$ cat src/adcpk_pkg.sv
// How it works
// [RL1] lost result sets flag; control read clears
// [RL2] width code 0 gives 8-bit; 2 reserved
// [RL3] code 1: result, four zeros, MSB first
// [RL4] code 3: result, twenty zeros, MSB first
// [RL5] samples per packet field, resets to one
// [RL6] zero count: end on register access or destination change
// [RL7] calibration bit selects internal reference
// [RL8] software discards one sample after switching
// [RL9] enable bit zero, resets disabled
// [RL10] pin registers read-only while enabled
// [RL11] software programs pins while disabled
// [RL12] first six triggers calibrate, no packets
// [RL13] seventh trigger onward delivers samples
// [RL14] calibration restarts on every enable edge
// [RL15] each rising trigger edge converts next pin; an edge while a conversion is busy is lost
// [RL16] pin register: enable bit, 24-bit destination
// [RL17] enabled pins ascending, wrap; none skips
// [RL18] drop when result meets full buffer
package adcpk_pkg;
   localparam int NPIN = 4;
   localparam logic [7:0] ADDR_PIN0 = 8'h00;
   localparam logic [7:0] ADDR_PIN_LAST = 8'h0C;
   localparam logic [7:0] ADDR_GCTL = 8'h20;
   localparam int GC_EN = 0;
   localparam int GC_CAL = 1;
   localparam int GC_SPP_LO = 8;
   localparam int GC_WID_LO = 16;
   localparam int GC_DROP = 24;
   localparam int PIN_EN = 0;
   localparam int PIN_DEST_LO = 8;
   localparam logic [1:0] RST_WID = 2'h1;
   localparam logic [7:0] RST_SPP = 8'h01;
   localparam logic RST_DROP = 1'b1;
   localparam logic [1:0] RST_PIN = 2'h3;
   localparam logic [2:0] CAL_PULSES = 3'h6;
   localparam int ENTRY_W = 58;
   typedef enum logic [1:0] {
      ADCPK_W8 = 2'b00,
      ADCPK_W16 = 2'b01,
      ADCPK_WRSV = 2'b10,
      ADCPK_W32 = 2'b11
   } adcpk_wid_t;
   typedef enum logic [1:0] {
      ADCPK_IDLE = 2'b00,
      ADCPK_BYTES = 2'b01,
      ADCPK_END = 2'b10
   } adcpk_tx_t;
endpackage

$ cat src/adcpk_sync.sv
`timescale 1ns/1ps
`default_nettype none
module adcpk_sync (
   // clock and reset
   input wire logic mclk,
   input wire logic sys_rst,
   input wire logic ce,
   // pin in, synchronised out
   input wire logic din,
   output logic dout
);
   logic meta;
   logic next_meta;
   logic next_dout;

   always_comb begin
      next_meta = din;
      next_dout = meta;
   end

   always_ff @(posedge mclk or posedge sys_rst) begin
      if (sys_rst) begin
         meta <= 1'b0;
         dout <= 1'b0;
      end else if (ce) begin
         meta <= next_meta;
         dout <= next_dout;
      end
   end
endmodule
`default_nettype wire

$ cat src/adcpk_buf.sv
`timescale 1ns/1ps
`default_nettype none
module adcpk_buf #(
   parameter int W = adcpk_pkg::ENTRY_W
) (
   // clock and reset
   input wire logic mclk,
   input wire logic sys_rst,
   input wire logic ce,
   // fill side
   input wire logic in_valid,
   output logic in_ready,
   input wire logic [W-1:0] in_data,
   // drain side
   output logic out_valid,
   input wire logic out_ready,
   output logic [W-1:0] out_data
);
   logic [W-1:0] mem [2];
   logic [W-1:0] next_mem [2];
   logic wp, rp, next_wp, next_rp;
   logic [1:0] cnt, next_cnt;
   logic push, pop;

   assign in_ready = (cnt != 2'h2);
   assign out_valid = (cnt != 2'h0);
   assign out_data = mem[rp];

   always_comb begin
      push = in_valid && in_ready;
      pop = out_valid && out_ready;
      next_mem = mem;
      next_wp = wp;
      next_rp = rp;
      if (push) begin
         next_mem[wp] = in_data;
         next_wp = ~wp;
      end
      if (pop) begin
         next_rp = ~rp;
      end
      next_cnt = cnt + {1'b0, push} - {1'b0, pop};
   end

   // data words carry no reset: only pointers and count matter
   always_ff @(posedge mclk or posedge sys_rst) begin
      if (sys_rst) begin
         wp <= 1'b0;
         rp <= 1'b0;
         cnt <= 2'h0;
      end else if (ce) begin
         wp <= next_wp;
         rp <= next_rp;
         cnt <= next_cnt;
      end
   end

   always_ff @(posedge mclk) begin
      if (ce) begin
         mem <= next_mem;
      end
   end
endmodule
`default_nettype wire

$ cat src/adcpk_ctrl.sv
`timescale 1ns/1ps
`default_nettype none
module adcpk_ctrl (
   // clock and reset
   input wire logic mclk,
   input wire logic sys_rst,
   input wire logic ce,
   // register port
   input wire logic [7:0] reg_addr,
   input wire logic reg_wr,
   input wire logic reg_rd,
   input wire logic [31:0] reg_wdata,
   output logic [31:0] reg_rdata,
   // trigger pin
   input wire logic adc_trig,
   // converter core
   output logic conv_start,
   output logic [1:0] conv_chan,
   output logic conv_ref_sel,
   input wire logic conv_done,
   input wire logic [11:0] conv_result,
   // message endpoint
   output logic ep_valid,
   input wire logic ep_ready,
   output logic [7:0] ep_data,
   output logic [23:0] ep_dest,
   output logic ep_end
);
   ////////////////////////////////////////////////////////////////////////////////
   function automatic logic is_pin(input logic [7:0] a);
      is_pin = (a <= adcpk_pkg::ADDR_PIN_LAST) && (a[1:0] == 2'h0);
   endfunction

   function automatic logic [31:0] fmt(input logic [1:0] w, input logic [11:0] r);
      case (w)
         adcpk_pkg::ADCPK_W8: fmt = {r[11:4], 24'h000000}; // [RL2]
         adcpk_pkg::ADCPK_W32: fmt = {r, 20'h00000}; // [RL4]
         default: fmt = {r, 4'h0, 16'h0000}; // [RL3]
      endcase
   endfunction

   // reserved code is sent as 16-bit rather than dropped
   function automatic logic [2:0] nbytes(input logic [1:0] w);
      case (w)
         adcpk_pkg::ADCPK_W8: nbytes = 3'h1; // [RL2]
         adcpk_pkg::ADCPK_W32: nbytes = 3'h4; // [RL4]
         default: nbytes = 3'h2; // [RL3]
      endcase
   endfunction

   // next enabled pin above last, wrapping; msb says one was found
   function automatic logic [2:0] next_pin(input logic [3:0] en, input logic [1:0] last);
      logic [1:0] idx;
      next_pin = 3'h0;
      for (int k = 4; k >= 1; k--) begin
         idx = last + 2'(k);
         if (en[idx]) begin
            next_pin = {1'b1, idx}; // [RL17]
         end
      end
   endfunction

   ////////////////////////////////////////////////////////////////////////////////
   logic trig_s, trig_d, trig_edge;
   logic [3:0] pin_en, next_pin_en;
   logic [23:0] pin_dest [4];
   logic [23:0] next_pin_dest [4];
   logic gc_en, gc_cal, gc_drop, next_gc_en, next_gc_cal, next_gc_drop;
   logic [7:0] gc_spp, next_gc_spp;
   logic [1:0] gc_wid, next_gc_wid;
   logic [2:0] cal_cnt, next_cal_cnt;
   logic [31:0] next_rdata;
   logic wr_gc, rd_gc, drop_ev;
   logic busy, next_busy, cur_cal, next_cur_cal, go, keep_res;
   logic [1:0] next_chan;
   logic [2:0] pick;
   logic buf_in_ready, buf_out_valid, buf_out_ready;
   logic [adcpk_pkg::ENTRY_W-1:0] buf_in_data, buf_out_data;
   adcpk_pkg::adcpk_tx_t st, next_st;
   logic [31:0] sh_word, next_sh_word;
   logic [2:0] bytes_left, next_bytes_left;
   logic [7:0] samp_cnt, next_samp_cnt;
   logic pkt_open, next_pkt_open, term_req, next_term_req;
   logic [23:0] next_ep_dest;
   logic acc;

   adcpk_sync u_trig_sync (
      .mclk(mclk),
      .sys_rst(sys_rst),
      .ce(ce),
      .din(adc_trig),
      .dout(trig_s)
   );

   assign trig_edge = trig_s && !trig_d; // [RL15]

   ////////////////////////////////////////////////////////////////////////////////
   // register file
   always_comb begin
      wr_gc = reg_wr && (reg_addr == adcpk_pkg::ADDR_GCTL);
      rd_gc = reg_rd && (reg_addr == adcpk_pkg::ADDR_GCTL);
      next_pin_en = pin_en;
      next_pin_dest = pin_dest;
      next_gc_en = gc_en;
      next_gc_cal = gc_cal;
      next_gc_spp = gc_spp;
      next_gc_wid = gc_wid;
      next_cal_cnt = cal_cnt;
      // reprogramming while running would retarget live samples
      if (reg_wr && is_pin(reg_addr) && !gc_en) begin // [RL10]
         next_pin_en[reg_addr[3:2]] = reg_wdata[adcpk_pkg::PIN_EN]; // [RL16]
         next_pin_dest[reg_addr[3:2]] = reg_wdata[31:adcpk_pkg::PIN_DEST_LO]; // [RL16]
      end
      if (wr_gc) begin
         next_gc_en = reg_wdata[adcpk_pkg::GC_EN]; // [RL9]
         next_gc_cal = reg_wdata[adcpk_pkg::GC_CAL]; // [RL7]
         next_gc_spp = reg_wdata[adcpk_pkg::GC_SPP_LO +: 8]; // [RL5]
         next_gc_wid = reg_wdata[adcpk_pkg::GC_WID_LO +: 2]; // [RL2]
      end
      if (wr_gc && reg_wdata[adcpk_pkg::GC_EN] && !gc_en) begin
         next_cal_cnt = adcpk_pkg::CAL_PULSES; // [RL14]
      end else if (trig_edge && gc_en && (cal_cnt != 3'h0)) begin
         next_cal_cnt = cal_cnt - 3'h1; // [RL12]
      end
      next_gc_drop = (gc_drop && !rd_gc) || drop_ev; // [RL1]
      next_rdata = 32'h00000000;
      if (reg_rd) begin
         if (is_pin(reg_addr)) begin
            next_rdata = {pin_dest[reg_addr[3:2]], 7'h00, pin_en[reg_addr[3:2]]};
         end else if (rd_gc) begin
            next_rdata = {7'h00, gc_drop, 6'h00, gc_wid, gc_spp, 6'h00, gc_cal, gc_en};
         end
      end
   end

   always_ff @(posedge mclk or posedge sys_rst) begin
      if (sys_rst) begin
         pin_en <= 4'h0;
         pin_dest <= '{default: 24'h000000};
         gc_en <= 1'b0;
         gc_cal <= 1'b0;
         gc_spp <= adcpk_pkg::RST_SPP;
         gc_wid <= adcpk_pkg::RST_WID;
         gc_drop <= adcpk_pkg::RST_DROP;
         cal_cnt <= 3'h0;
         reg_rdata <= 32'h00000000;
      end else if (ce) begin
         pin_en <= next_pin_en;
         pin_dest <= next_pin_dest;
         gc_en <= next_gc_en;
         gc_cal <= next_gc_cal;
         gc_spp <= next_gc_spp;
         gc_wid <= next_gc_wid;
         gc_drop <= next_gc_drop;
         cal_cnt <= next_cal_cnt;
         reg_rdata <= next_rdata;
      end
   end

   assign conv_ref_sel = gc_cal; // [RL7]

   ////////////////////////////////////////////////////////////////////////////////
   // conversion sequencing; a trigger during a busy conversion is lost
   always_comb begin
      pick = next_pin(pin_en, conv_chan);
      go = gc_en && trig_edge && pick[2] && !busy; // [RL15] [RL17]
      next_busy = busy;
      next_chan = conv_chan;
      next_cur_cal = cur_cal;
      if (go) begin
         next_busy = 1'b1;
         next_chan = pick[1:0];
         next_cur_cal = (cal_cnt != 3'h0); // [RL12]
      end else if (conv_done) begin
         next_busy = 1'b0;
      end
      keep_res = conv_done && busy && !cur_cal; // [RL13]
      drop_ev = keep_res && !buf_in_ready; // [RL18]
      buf_in_data = {pin_dest[conv_chan], gc_wid, fmt(gc_wid, conv_result)};
   end

   assign conv_start = ce && go;

   always_ff @(posedge mclk or posedge sys_rst) begin
      if (sys_rst) begin
         trig_d <= 1'b0;
         busy <= 1'b0;
         cur_cal <= 1'b0;
         conv_chan <= adcpk_pkg::RST_PIN;
      end else if (ce) begin
         trig_d <= trig_s;
         busy <= next_busy;
         cur_cal <= next_cur_cal;
         conv_chan <= next_chan;
      end
   end

   adcpk_buf #(
      .W(adcpk_pkg::ENTRY_W)
   ) u_buf (
      .mclk(mclk),
      .sys_rst(sys_rst),
      .ce(ce),
      .in_valid(keep_res),
      .in_ready(buf_in_ready),
      .in_data(buf_in_data),
      .out_valid(buf_out_valid),
      .out_ready(buf_out_ready),
      .out_data(buf_out_data)
   );

   ////////////////////////////////////////////////////////////////////////////////
   // packet transmitter
   assign ep_valid = (st != adcpk_pkg::ADCPK_IDLE);
   assign ep_end = (st == adcpk_pkg::ADCPK_END);
   assign ep_data = sh_word[31:24];
   assign buf_out_ready = (st == adcpk_pkg::ADCPK_IDLE) && !(term_req && pkt_open)
      && !(pkt_open && (buf_out_data[57:34] != ep_dest));

   always_comb begin
      acc = (reg_wr || reg_rd) && (is_pin(reg_addr) || (reg_addr == adcpk_pkg::ADDR_GCTL));
      next_st = st;
      next_sh_word = sh_word;
      next_bytes_left = bytes_left;
      next_samp_cnt = samp_cnt;
      next_pkt_open = pkt_open;
      next_ep_dest = ep_dest;
      next_term_req = term_req || (acc && (gc_spp == 8'h00) && pkt_open); // [RL6]
      case (st)
         adcpk_pkg::ADCPK_IDLE: begin
            if (term_req && pkt_open) begin
               next_st = adcpk_pkg::ADCPK_END; // [RL6]
            end else if (buf_out_valid && pkt_open && (buf_out_data[57:34] != ep_dest)) begin
               next_st = adcpk_pkg::ADCPK_END;
            end else if (buf_out_valid) begin
               next_sh_word = buf_out_data[31:0];
               next_bytes_left = nbytes(buf_out_data[33:32]);
               next_ep_dest = buf_out_data[57:34];
               next_pkt_open = 1'b1;
               next_st = adcpk_pkg::ADCPK_BYTES;
            end
         end
         adcpk_pkg::ADCPK_BYTES: begin
            if (ep_ready) begin
               next_sh_word = {sh_word[23:0], 8'h00}; // [RL3] [RL4]
               next_bytes_left = bytes_left - 3'h1;
               if (bytes_left == 3'h1) begin
                  next_samp_cnt = samp_cnt + 8'h01;
                  if ((gc_spp != 8'h00) && (samp_cnt + 8'h01 >= gc_spp)) begin
                     next_st = adcpk_pkg::ADCPK_END; // [RL5]
                  end else begin
                     next_st = adcpk_pkg::ADCPK_IDLE;
                  end
               end
            end
         end
         adcpk_pkg::ADCPK_END: begin
            if (ep_ready) begin
               next_st = adcpk_pkg::ADCPK_IDLE;
               next_pkt_open = 1'b0;
               next_samp_cnt = 8'h00;
               next_term_req = 1'b0;
            end
         end
         default: begin
            next_st = adcpk_pkg::ADCPK_IDLE;
         end
      endcase
   end

   always_ff @(posedge mclk or posedge sys_rst) begin
      if (sys_rst) begin
         st <= adcpk_pkg::ADCPK_IDLE;
         sh_word <= 32'h00000000;
         bytes_left <= 3'h0;
         samp_cnt <= 8'h00;
         pkt_open <= 1'b0;
         term_req <= 1'b0;
         ep_dest <= 24'h000000;
      end else if (ce) begin
         st <= next_st;
         sh_word <= next_sh_word;
         bytes_left <= next_bytes_left;
         samp_cnt <= next_samp_cnt;
         pkt_open <= next_pkt_open;
         term_req <= next_term_req;
         ep_dest <= next_ep_dest;
      end
   end
endmodule
`default_nettype wire

$ cat config.mk
export PLATFORM = sky130hd
export DESIGN_NAME = adcpk_ctrl
export DESIGN_NICKNAME = d
export VERILOG_FILES = /design/src/adcpk_pkg.sv /design/src/adcpk_sync.sv /design/src/adcpk_buf.sv /design/src/adcpk_ctrl.sv
export SDC_FILE = /design/constraint.sdc
export NUM_CORES = 1
export LEC_CHECK = 0
export BUFFER_PORTS_ARGS = -buffer_cell sky130_fd_sc_hd__buf_2
export CORE_ASPECT_RATIO = 0.5
export CORE_MARGIN = 1
export CORE_UTILIZATION = 27
export DETAILED_ROUTE_END_ITERATION = 12
export GPL_TIMING_DRIVEN = 1
export SLEW_MARGIN = 20
export SYNTH_ARGS = -nofsm -noshare
export SYNTH_HDL_FRONTEND = slang
export SYNTH_SLANG_ARGS = --single-unit
$ cat constraint.sdc
create_clock -name mclk -period 6.1 [get_ports mclk]
set_clock_uncertainty 0.1 [all_clocks]
set_input_delay 0.305 -clock mclk [delete_from_list [all_inputs] [get_ports mclk]]
set_output_delay 0.305 -clock mclk [all_outputs]
set_load 0.02 [all_outputs]
==> impl_metrics.tcl, run 1 <==
set metrics [dict create \
    synth-simple-area-share_pct 5.54 \
    diodes 0 \
    synthDistinctLibCells 53 \
    cts_tree "built" \
    status "finished, final reports clean" \
    grt_pass1_wl_um 44600 \
    grt_max_degree 136 \
    synth-seq-area-share_pct 57.0 \
    layout.nets 1174 \
    synthFlopType "dfrtp_1" \
    worstHoldStart "conv_result[1]" \
    htree_levels 1 \
    synth_area_leaders "dfrtp_1 38%, edfxtp_1 18%, mux2_2 9.8%" \
    dp_hpwl_um 18700 \
    power_density_nw_per_um2 343 \
    fill_cells 4662 \
    avgRoutedWirePerCell_um 16.4 \
    grt_pass1_vias 7880 \
    irDropWorstVdd_uv 169 \
    rsz0062_at_grt "no" \
    die_x_um 312 \
    cp-startpoint "u_buf.rp" \
    dr.pass1.iters 4 \
    die_area_um2 49000 \
    synth_top_family_by_area "multiplexers" \
    start_util_pct 27.5 \
    leakagePower_uw 0.00709 \
    route.antenna.remaining_nets 0 \
    drc 0 \
    ys_ff_latch 280 \
    clk_latency_ps 540 \
    num_vias 7908 \
    core_area_um2 47200 \
    holdPathStages 2 \
    crit_required_ps 6420 \
    die-height_um 157 \
    via_per_inst 4.50 \
    port_buffers 117 \
    synth.most_common_cell "dfrtp_1" \
    cts_setup_buffers 0 \
    arrival_ps 4320 \
    max_freq_mhz 250 \
    drive_gt1_share_pct 32.3 \
    synthAdderAreaFrac_pct 1.64 \
    place_congestion 0.797 \
    clockBufferDepth 3 \
    cp_max_fo 23 \
    cts_root_buf "clkbuf_16" \
    setup_violations 0 \
    path_clk_slew_ps 60 \
    drt_first_iter_violations 412 \
    timing_hold_violations_final 0 \
    postSynthAreaPerCell_um2 13.6 \
    max-cap-violations 0 \
    cts.sinks 280 \
    routed_wl_um 28800 \
    cts_buffers 29 \
    synth_edf_count 76 \
    layout_min_cycle_time_ps 4000 \
    io_pins 130 \
    synth_mux_area_share_pct 24.1 \
    synth_top_area_cell "dfrtp_1" \
    syn2layout_area_growth_pct 20.2 \
    synth_commonest_cells "199 x dfrtp_1, 113 x mux2_2, 76 x edfxtp_1, 74 x inv_1, 63 x mux2i_1" \
    grt_overflow 0 \
    min_to "u_buf.mem[79]" \
    r2r_cells 13 \
    r2r_start "u_buf.rp" \
    start_kind "flip-flop" \
    reg2reg_to "u_buf.cnt[1]" \
    gr-usage-all-layers_pct 11.5 \
    period_share_pct 65.5 \
    critPathCaptureType "flip-flop" \
    fin_setup_tns_ps 0 \
    tightest_slew_ps 1020 \
    synth_compound_area_share_pct 4.74 \
    synth_xor_xnor_area_share_pct 2.43 \
    final_area_um2 15600 \
    ys_async_sr_fraction_pct 72.9 \
    synth_area_um2 13000 \
    relSlewSlack_pct 31.9 \
    synth_cells 956 \
    yosysTopAreaCellShare_pct 38.4 \
    fin_hold_ws_ps 46.9 \
    rrSetupSlack_ps 2100 \
    antenna_found_initial 0 \
    slew_violations 0 \
    ys_warn_count 0 \
    critPathKind "flip-flop to flip-flop" \
    min_path_type "input pin to flip-flop" \
    placed_area_um2 14200 \
    cts_resized 0 \
    rows 56 \
]
cells in the final DEF (no fill, tap or decap), types with 3 or more instances in the layout:
cell / Yosys / layout
mux2i_1: 63 / 63
xor2_1: 4 / 4
clkbuf_8: 0 / 5
dfstp_2: 5 / 5
nand3_1: 9 / 8
o21ai_0: 52 / 52
nor2_1: 32 / 31
a21oi_1: 13 / 13
inv_1: 74 / 73
nor3_1: 5 / 5
nor4_1: 7 / 7
a21o_1: 3 / 3
nand3b_1: 3 / 3
and3_1: 6 / 5
conb_1: 1 / 6
nand4_1: 4 / 4
buf_4: 14 / 13
ha_1: 17 / 17
nand2b_1: 9 / 9
clkbuf_1: 32 / 7
mux2_4: 8 / 8
clkbuf_16: 0 / 29
mux2_2: 113 / 113
edfxtp_1: 76 / 76
or4_1: 3 / 3
bufinv_16: 0 / 5
mux4_2: 49 / 49
xnor2_1: 32 / 32
clkinv_2: 0 / 6
a22oi_1: 13 / 13
dlygate4sd3_1: 0 / 37
nor2b_1: 8 / 8
buf_2: 3 / 117
dfrtp_1: 199 / 198
o22ai_1: 3 / 3
nand2_1: 59 / 59
per-layer routing:
metal  up-vias  GRT usage (%)  part of all wire, %
li1       3694              -                    -
met1      4054           14.2                   43
met2       108           20.7                   51
met3        52           1.67                  3.0
met4         0           4.06                  3.4
met5         -              0                    0
flip-flops by register name, summed over array words and instances (netlist names), 3 cells and up:
| register | count |
|---|---|
| gc_spp | 8 |
| sh_word | 12 |
| pin_dest | 96 |
| samp_cnt | 8 |
| cal_cnt | 3 |
| pin_en | 4 |
| ep_dest | 24 |
| reg_rdata | 26 |
| bytes_left | 3 |
| u_buf.mem | 76 |
worst max-delay path by stage:
stage / endpoint / slack (ps) / depth (start not counted)
finish: u_buf.cnt[1] / 2100 / 13
global route: u_buf.cnt[1] / 1840 / 13
CTS: sh_word[20] / 1930 / 8
detailed placement: sh_word[20] / 1960 / 8
global placement: sh_word[26] / 2030 / 8
floorplan: busy / 140 / 1
cell type report:
class	instances	area (um2)	share of cell area, %
clock buffers	41	821	5.26
clock inverters	13	196	1.26
inverters	74	285	1.83
multi-input cells	545	5050	32.4
flip-flops and latches	280	7390	47.4
well taps	638	798	5.12
repair buffers	167	1050	6.75
worst max-delay path, stage by stage (launching register included):
cell and delay (ps):
dfrtp_2 830, buf_4 440, mux2i_1 320, xnor2_1 130, nor4_1 290, nand2_1 220
o21ai_0 430, and4_1 280, ha_1 230, inv_1 50, ha_1 150, xor2_1 150
nand2_1 80, xnor2_1 170
kinds of logic after synthesis:
| logic type | count (synthesis) |
|---|---|
| simple gates | 152 |
| compound gates | 101 |
| mux | 233 |
| xor+xnor | 36 |
| other cells | 1 |
| flops | 280 |
| buf+inv | 136 |
| fa+ha+maj | 17 |
where the power goes:
| group | switching (uW) | internal, uW | leakage (uW) |
|---|---|---|---|
| sequential | 199 | 2110 | 0.00342 |
| combinational | 654 | 521 | 0.00317 |
| clock | 716 | 1150 | 0.000500 |
metrics by stage:
stage	total power [uW]	util [%]	cells	worst slack [ps]
floorplan	3180	-	961	136
global placement	3490	30.1	1667	2030
detailed placement	3510	30.1	1667	1960
CTS	5410	33.1	1758	1930
global route	5590	33.1	1758	1840
finish	5350	33.1	1758	2100
what timing repair did:
action / CTS / global route
endpoints found under the setup margin: 0 / 0
hold endpoints to repair: 252 / 0
hold buffers: 37 / 0
(Power assumes the default switching activity.)
==> run 2, diff against run 1 <==
--- a/config.mk
+++ b/config.mk
@@ -5,6 +5,7 @@
 export SDC_FILE = /design/constraint.sdc
 export NUM_CORES = 1
 export LEC_CHECK = 0
+export ABC_AREA = 1
 export BUFFER_PORTS_ARGS = -buffer_cell sky130_fd_sc_hd__buf_2
 export CORE_ASPECT_RATIO = 0.5
 export CORE_MARGIN = 1
==> constraint.sdc (replaced) <==
create_clock -name mclk -period 4.2 [get_ports mclk]
set_clock_uncertainty 0.1 [all_clocks]
set_input_delay 0.21 -clock mclk [delete_from_list [all_inputs] [get_ports mclk]]
set_output_delay 0.21 -clock mclk [all_outputs]
set_load 0.02 [all_outputs]
==> impl_metrics.tcl, run 2 <==
set metrics [dict create \
    synth_area_um2 13200 \
    cts_buffers 29 \
    io_pins 130 \
    drc 8 \
    path_clk_slew_ps 60 \
    min_path_type "input pin to flip-flop" \
    layout.nets 1673 \
    cts_setup_buffers 0 \
    start_util_pct 27.8 \
    irDropWorstVdd_uv 275 \
    critPathCaptureType "flip-flop" \
    num_vias 10439 \
    cts_resized 0 \
    intPower_uw 5340 \
    rows 56 \
    fill_cells 4884 \
    ys_ff_latch 280 \
    layout_min_cycle_time_ps 3020 \
    yosysTopAreaCellShare_pct 37.7 \
    rsz0062_at_grt "no" \
    crit_family "simple AND/OR/NAND/NOR gates" \
    layout_commonest_cell "nand2_1" \
    synth.most_common_cell "nand2_1" \
    core_area_um2 47600 \
    die_area_um2 49900 \
    antenna_found_initial 0 \
    clockBufferDepth 3 \
    leakagePower_uw 0.00722 \
    htree_levels 1 \
    largest_registers "pin_dest x96, u_buf.mem x76, reg_rdata x26" \
    violations "design-rule violations" \
    die_x_um 315 \
    crit_required_ps 4520 \
    slew_violations 0 \
    grt_overflow 0 \
    die-height_um 158 \
    synth_cells 1458 \
    critPathKind "flip-flop to flip-flop" \
    synth_commonest_cells "402 x nand2_1, 199 x dfrtp_1, 186 x inv_1, 149 x o21ai_0, 76 x edfxtp_1" \
    synth-seq-area-share_pct 56.0 \
    port_buffers 117 \
    status "finished with violations" \
    cp_num_buf_inv 2 \
    synth_edf_count 76 \
    syn2layout_area_growth_pct 19.4 \
    fin_setup_tns_ps 0 \
    layout_common_cells "402 x nand2_1, 199 x dfrtp_1, 185 x inv_1" \
    grt_pass1_vias 9625 \
    tightest_slew_ps 1130 \
    drive_gt1_share_pct 13.2 \
    max_freq_mhz 332 \
    dp_hpwl_um 22200 \
    p_sw_uw 2770 \
    gr-usage-all-layers_pct 13.5 \
    arrival_ps 3330 \
    crit_path_max_incr_delay_ps 460 \
    via_per_inst 4.63 \
    place_congestion 0.828 \
    relSlewSlack_pct 24.4 \
    timing_hold_violations_final 0 \
    grt_pass1_wl_um 53500 \
    avgRoutedWirePerCell_um 15.3 \
    power_density_nw_per_um2 514 \
    setup_violations 0 \
    final_area_um2 15800 \
    cts_tree "built" \
    largest_reg_flops 96 \
    slowest_stage "buf_4" \
    dr.pass1.iters 10 \
    placed_area_um2 14400 \
    synthDistinctLibCells 48 \
    ys_warn_count 0 \
    routed_wl_um 34500 \
    period_share_pct 71.8 \
    grt_max_degree 147 \
    postSynthAreaPerCell_um2 9.06 \
    combPwrFrac_pct 27.5 \
    crit_path_frequent_cell "nand2_1" \
    clk_latency_ps 540 \
    route.antenna.remaining_nets 0 \
    cts.sinks 280 \
    top_register "pin_dest" \
    synth_top_area_cell "dfrtp_1" \
    drt_first_iter_violations 1000 \
    synth_area_leaders "dfrtp_1 38%, edfxtp_1 17%, nand2_1 11%" \
    seqPwrFrac_pct 40.8 \
    synthFlopType "dfrtp_1" \
    cts_root_buf "clkbuf_16" \
    start_kind "flip-flop" \
    ys_async_sr_fraction_pct 72.9 \
    path_cells "buf_4 -> nand2_1 -> nand3_1 -> nand2_1 -> nor2_1 -> nand2_1 -> nor2_1 -> nand3_2 -> a211oi_1 -> ha_1 -> inv_1 -> ha_1 -> a21oi_1 -> o21ai_0 -> xor2_1" \
    max-cap-violations 0 \
    p_sw_share_pct 34.2 \
    cp_max_fo 44 \
    pwr-share-clk_pct 31.7 \
]
run 2: power groups by stage:
| stage | logic, uW | registers [uW] | clock network [uW] |
|---|---|---|---|
| 2_1_floorplan | 1610 | 3440 | 0 |
| 3_3_place_gp | 2190 | 3350 | 0 |
| 3_5_place_dp | 2230 | 3350 | 0 |
| 4_1_cts | 2270 | 3310 | 2620 |
| 5_1_grt | 2550 | 3340 | 2720 |
| 6_report | 2230 | 3300 | 2570 |
run 2: repair_timing:
action | 4_1_cts | 5_1_grt
endpoints found under the setup margin | 0 | 0
hold endpoints to repair | 344 | 0
hold buffers | 47 | 0
run 2: cell families after synthesis:
group | count (synthesis) | share of synthesized area, %
AOI/OAI and AO/OA | 329 | 15.2
xor gates and xnor gates | 11 | 0.729
adders and majority gates | 17 | 1.61
buffers and inverters | 268 | 8.66
DFF | 280 | 56.0
muxes | 1 | 0.0853
other | 1 | 0.0284
and+or+nand+nor | 551 | 17.7
run 2: worst paths after layout:
path / cells past startpoint / start / endpoint / slack, ps
worst max-delay path: 15 / u_buf.rp / u_buf.cnt[1] / 1180
worst min-delay path: 6 / reg_addr[6] / cal_cnt[2] / 50
worst max register to register: 15 / u_buf.rp / u_buf.cnt[1] / 1180
worst min register to register: 2 / sh_word[24] / sh_word[24] / 360
max in group asynchronous: 4 / sys_rst / pin_dest[29] / 2950
min in group asynchronous: 4 / sys_rst / reg_rdata[27] / 310
run 2: cell type report:
cell class / count / area (um2) / share of cell area [%]
Clock buffer: 44 / 842 / 5.34
Antenna cell: 1 / 2.50 / 0.0159
Inverter: 189 / 719 / 4.56
Clock inverter: 9 / 106 / 0.674
Sequential cell: 280 / 7390 / 46.9
Timing Repair Buffer: 181 / 1210 / 7.66
Multi-Input combinational cell: 915 / 4700 / 29.8
Tap cell: 638 / 798 / 5.06
run 2: per-layer routing:
metal | wire, um | track usage, % | vias to the layer above
met1 | 14700 | 17.1 | 4981
met3 | 1790 | 2.36 | 55
met2 | 17000 | 23.5 | 248
li1 | - | - | 5155
met5 | 0 | 0 | -
met4 | 1010 | 4.48 | 0
run 2: worst reg2reg max path: stages, from the launching register on:
cell and delay (ps):
dfrtp_1 410, buf_4 460, nand2_1 150, nand3_1 100
nand2_1 50, nor2_1 110, nand2_1 60, nor2_1 170
nand3_2 180, a211oi_1 310, ha_1 170, inv_1 40
ha_1 180, a21oi_1 140, o21ai_0 110, xor2_1 150
run 2: metrics by stage:
step                      setup slack [ps]  power (uW)  instances  util (%)  hold WS, ps
final                                 1180        8110       2257      33.2         53.2
after global routing                   876        8610       2256      33.2         80.8
after floorplan                       1250        5050       1463         -          209
after CTS                             1110        8200       2256      33.2         28.8
after global placement                1150        5540       2156      30.2          299
after detailed placement              1120        5590       2156      30.2          304
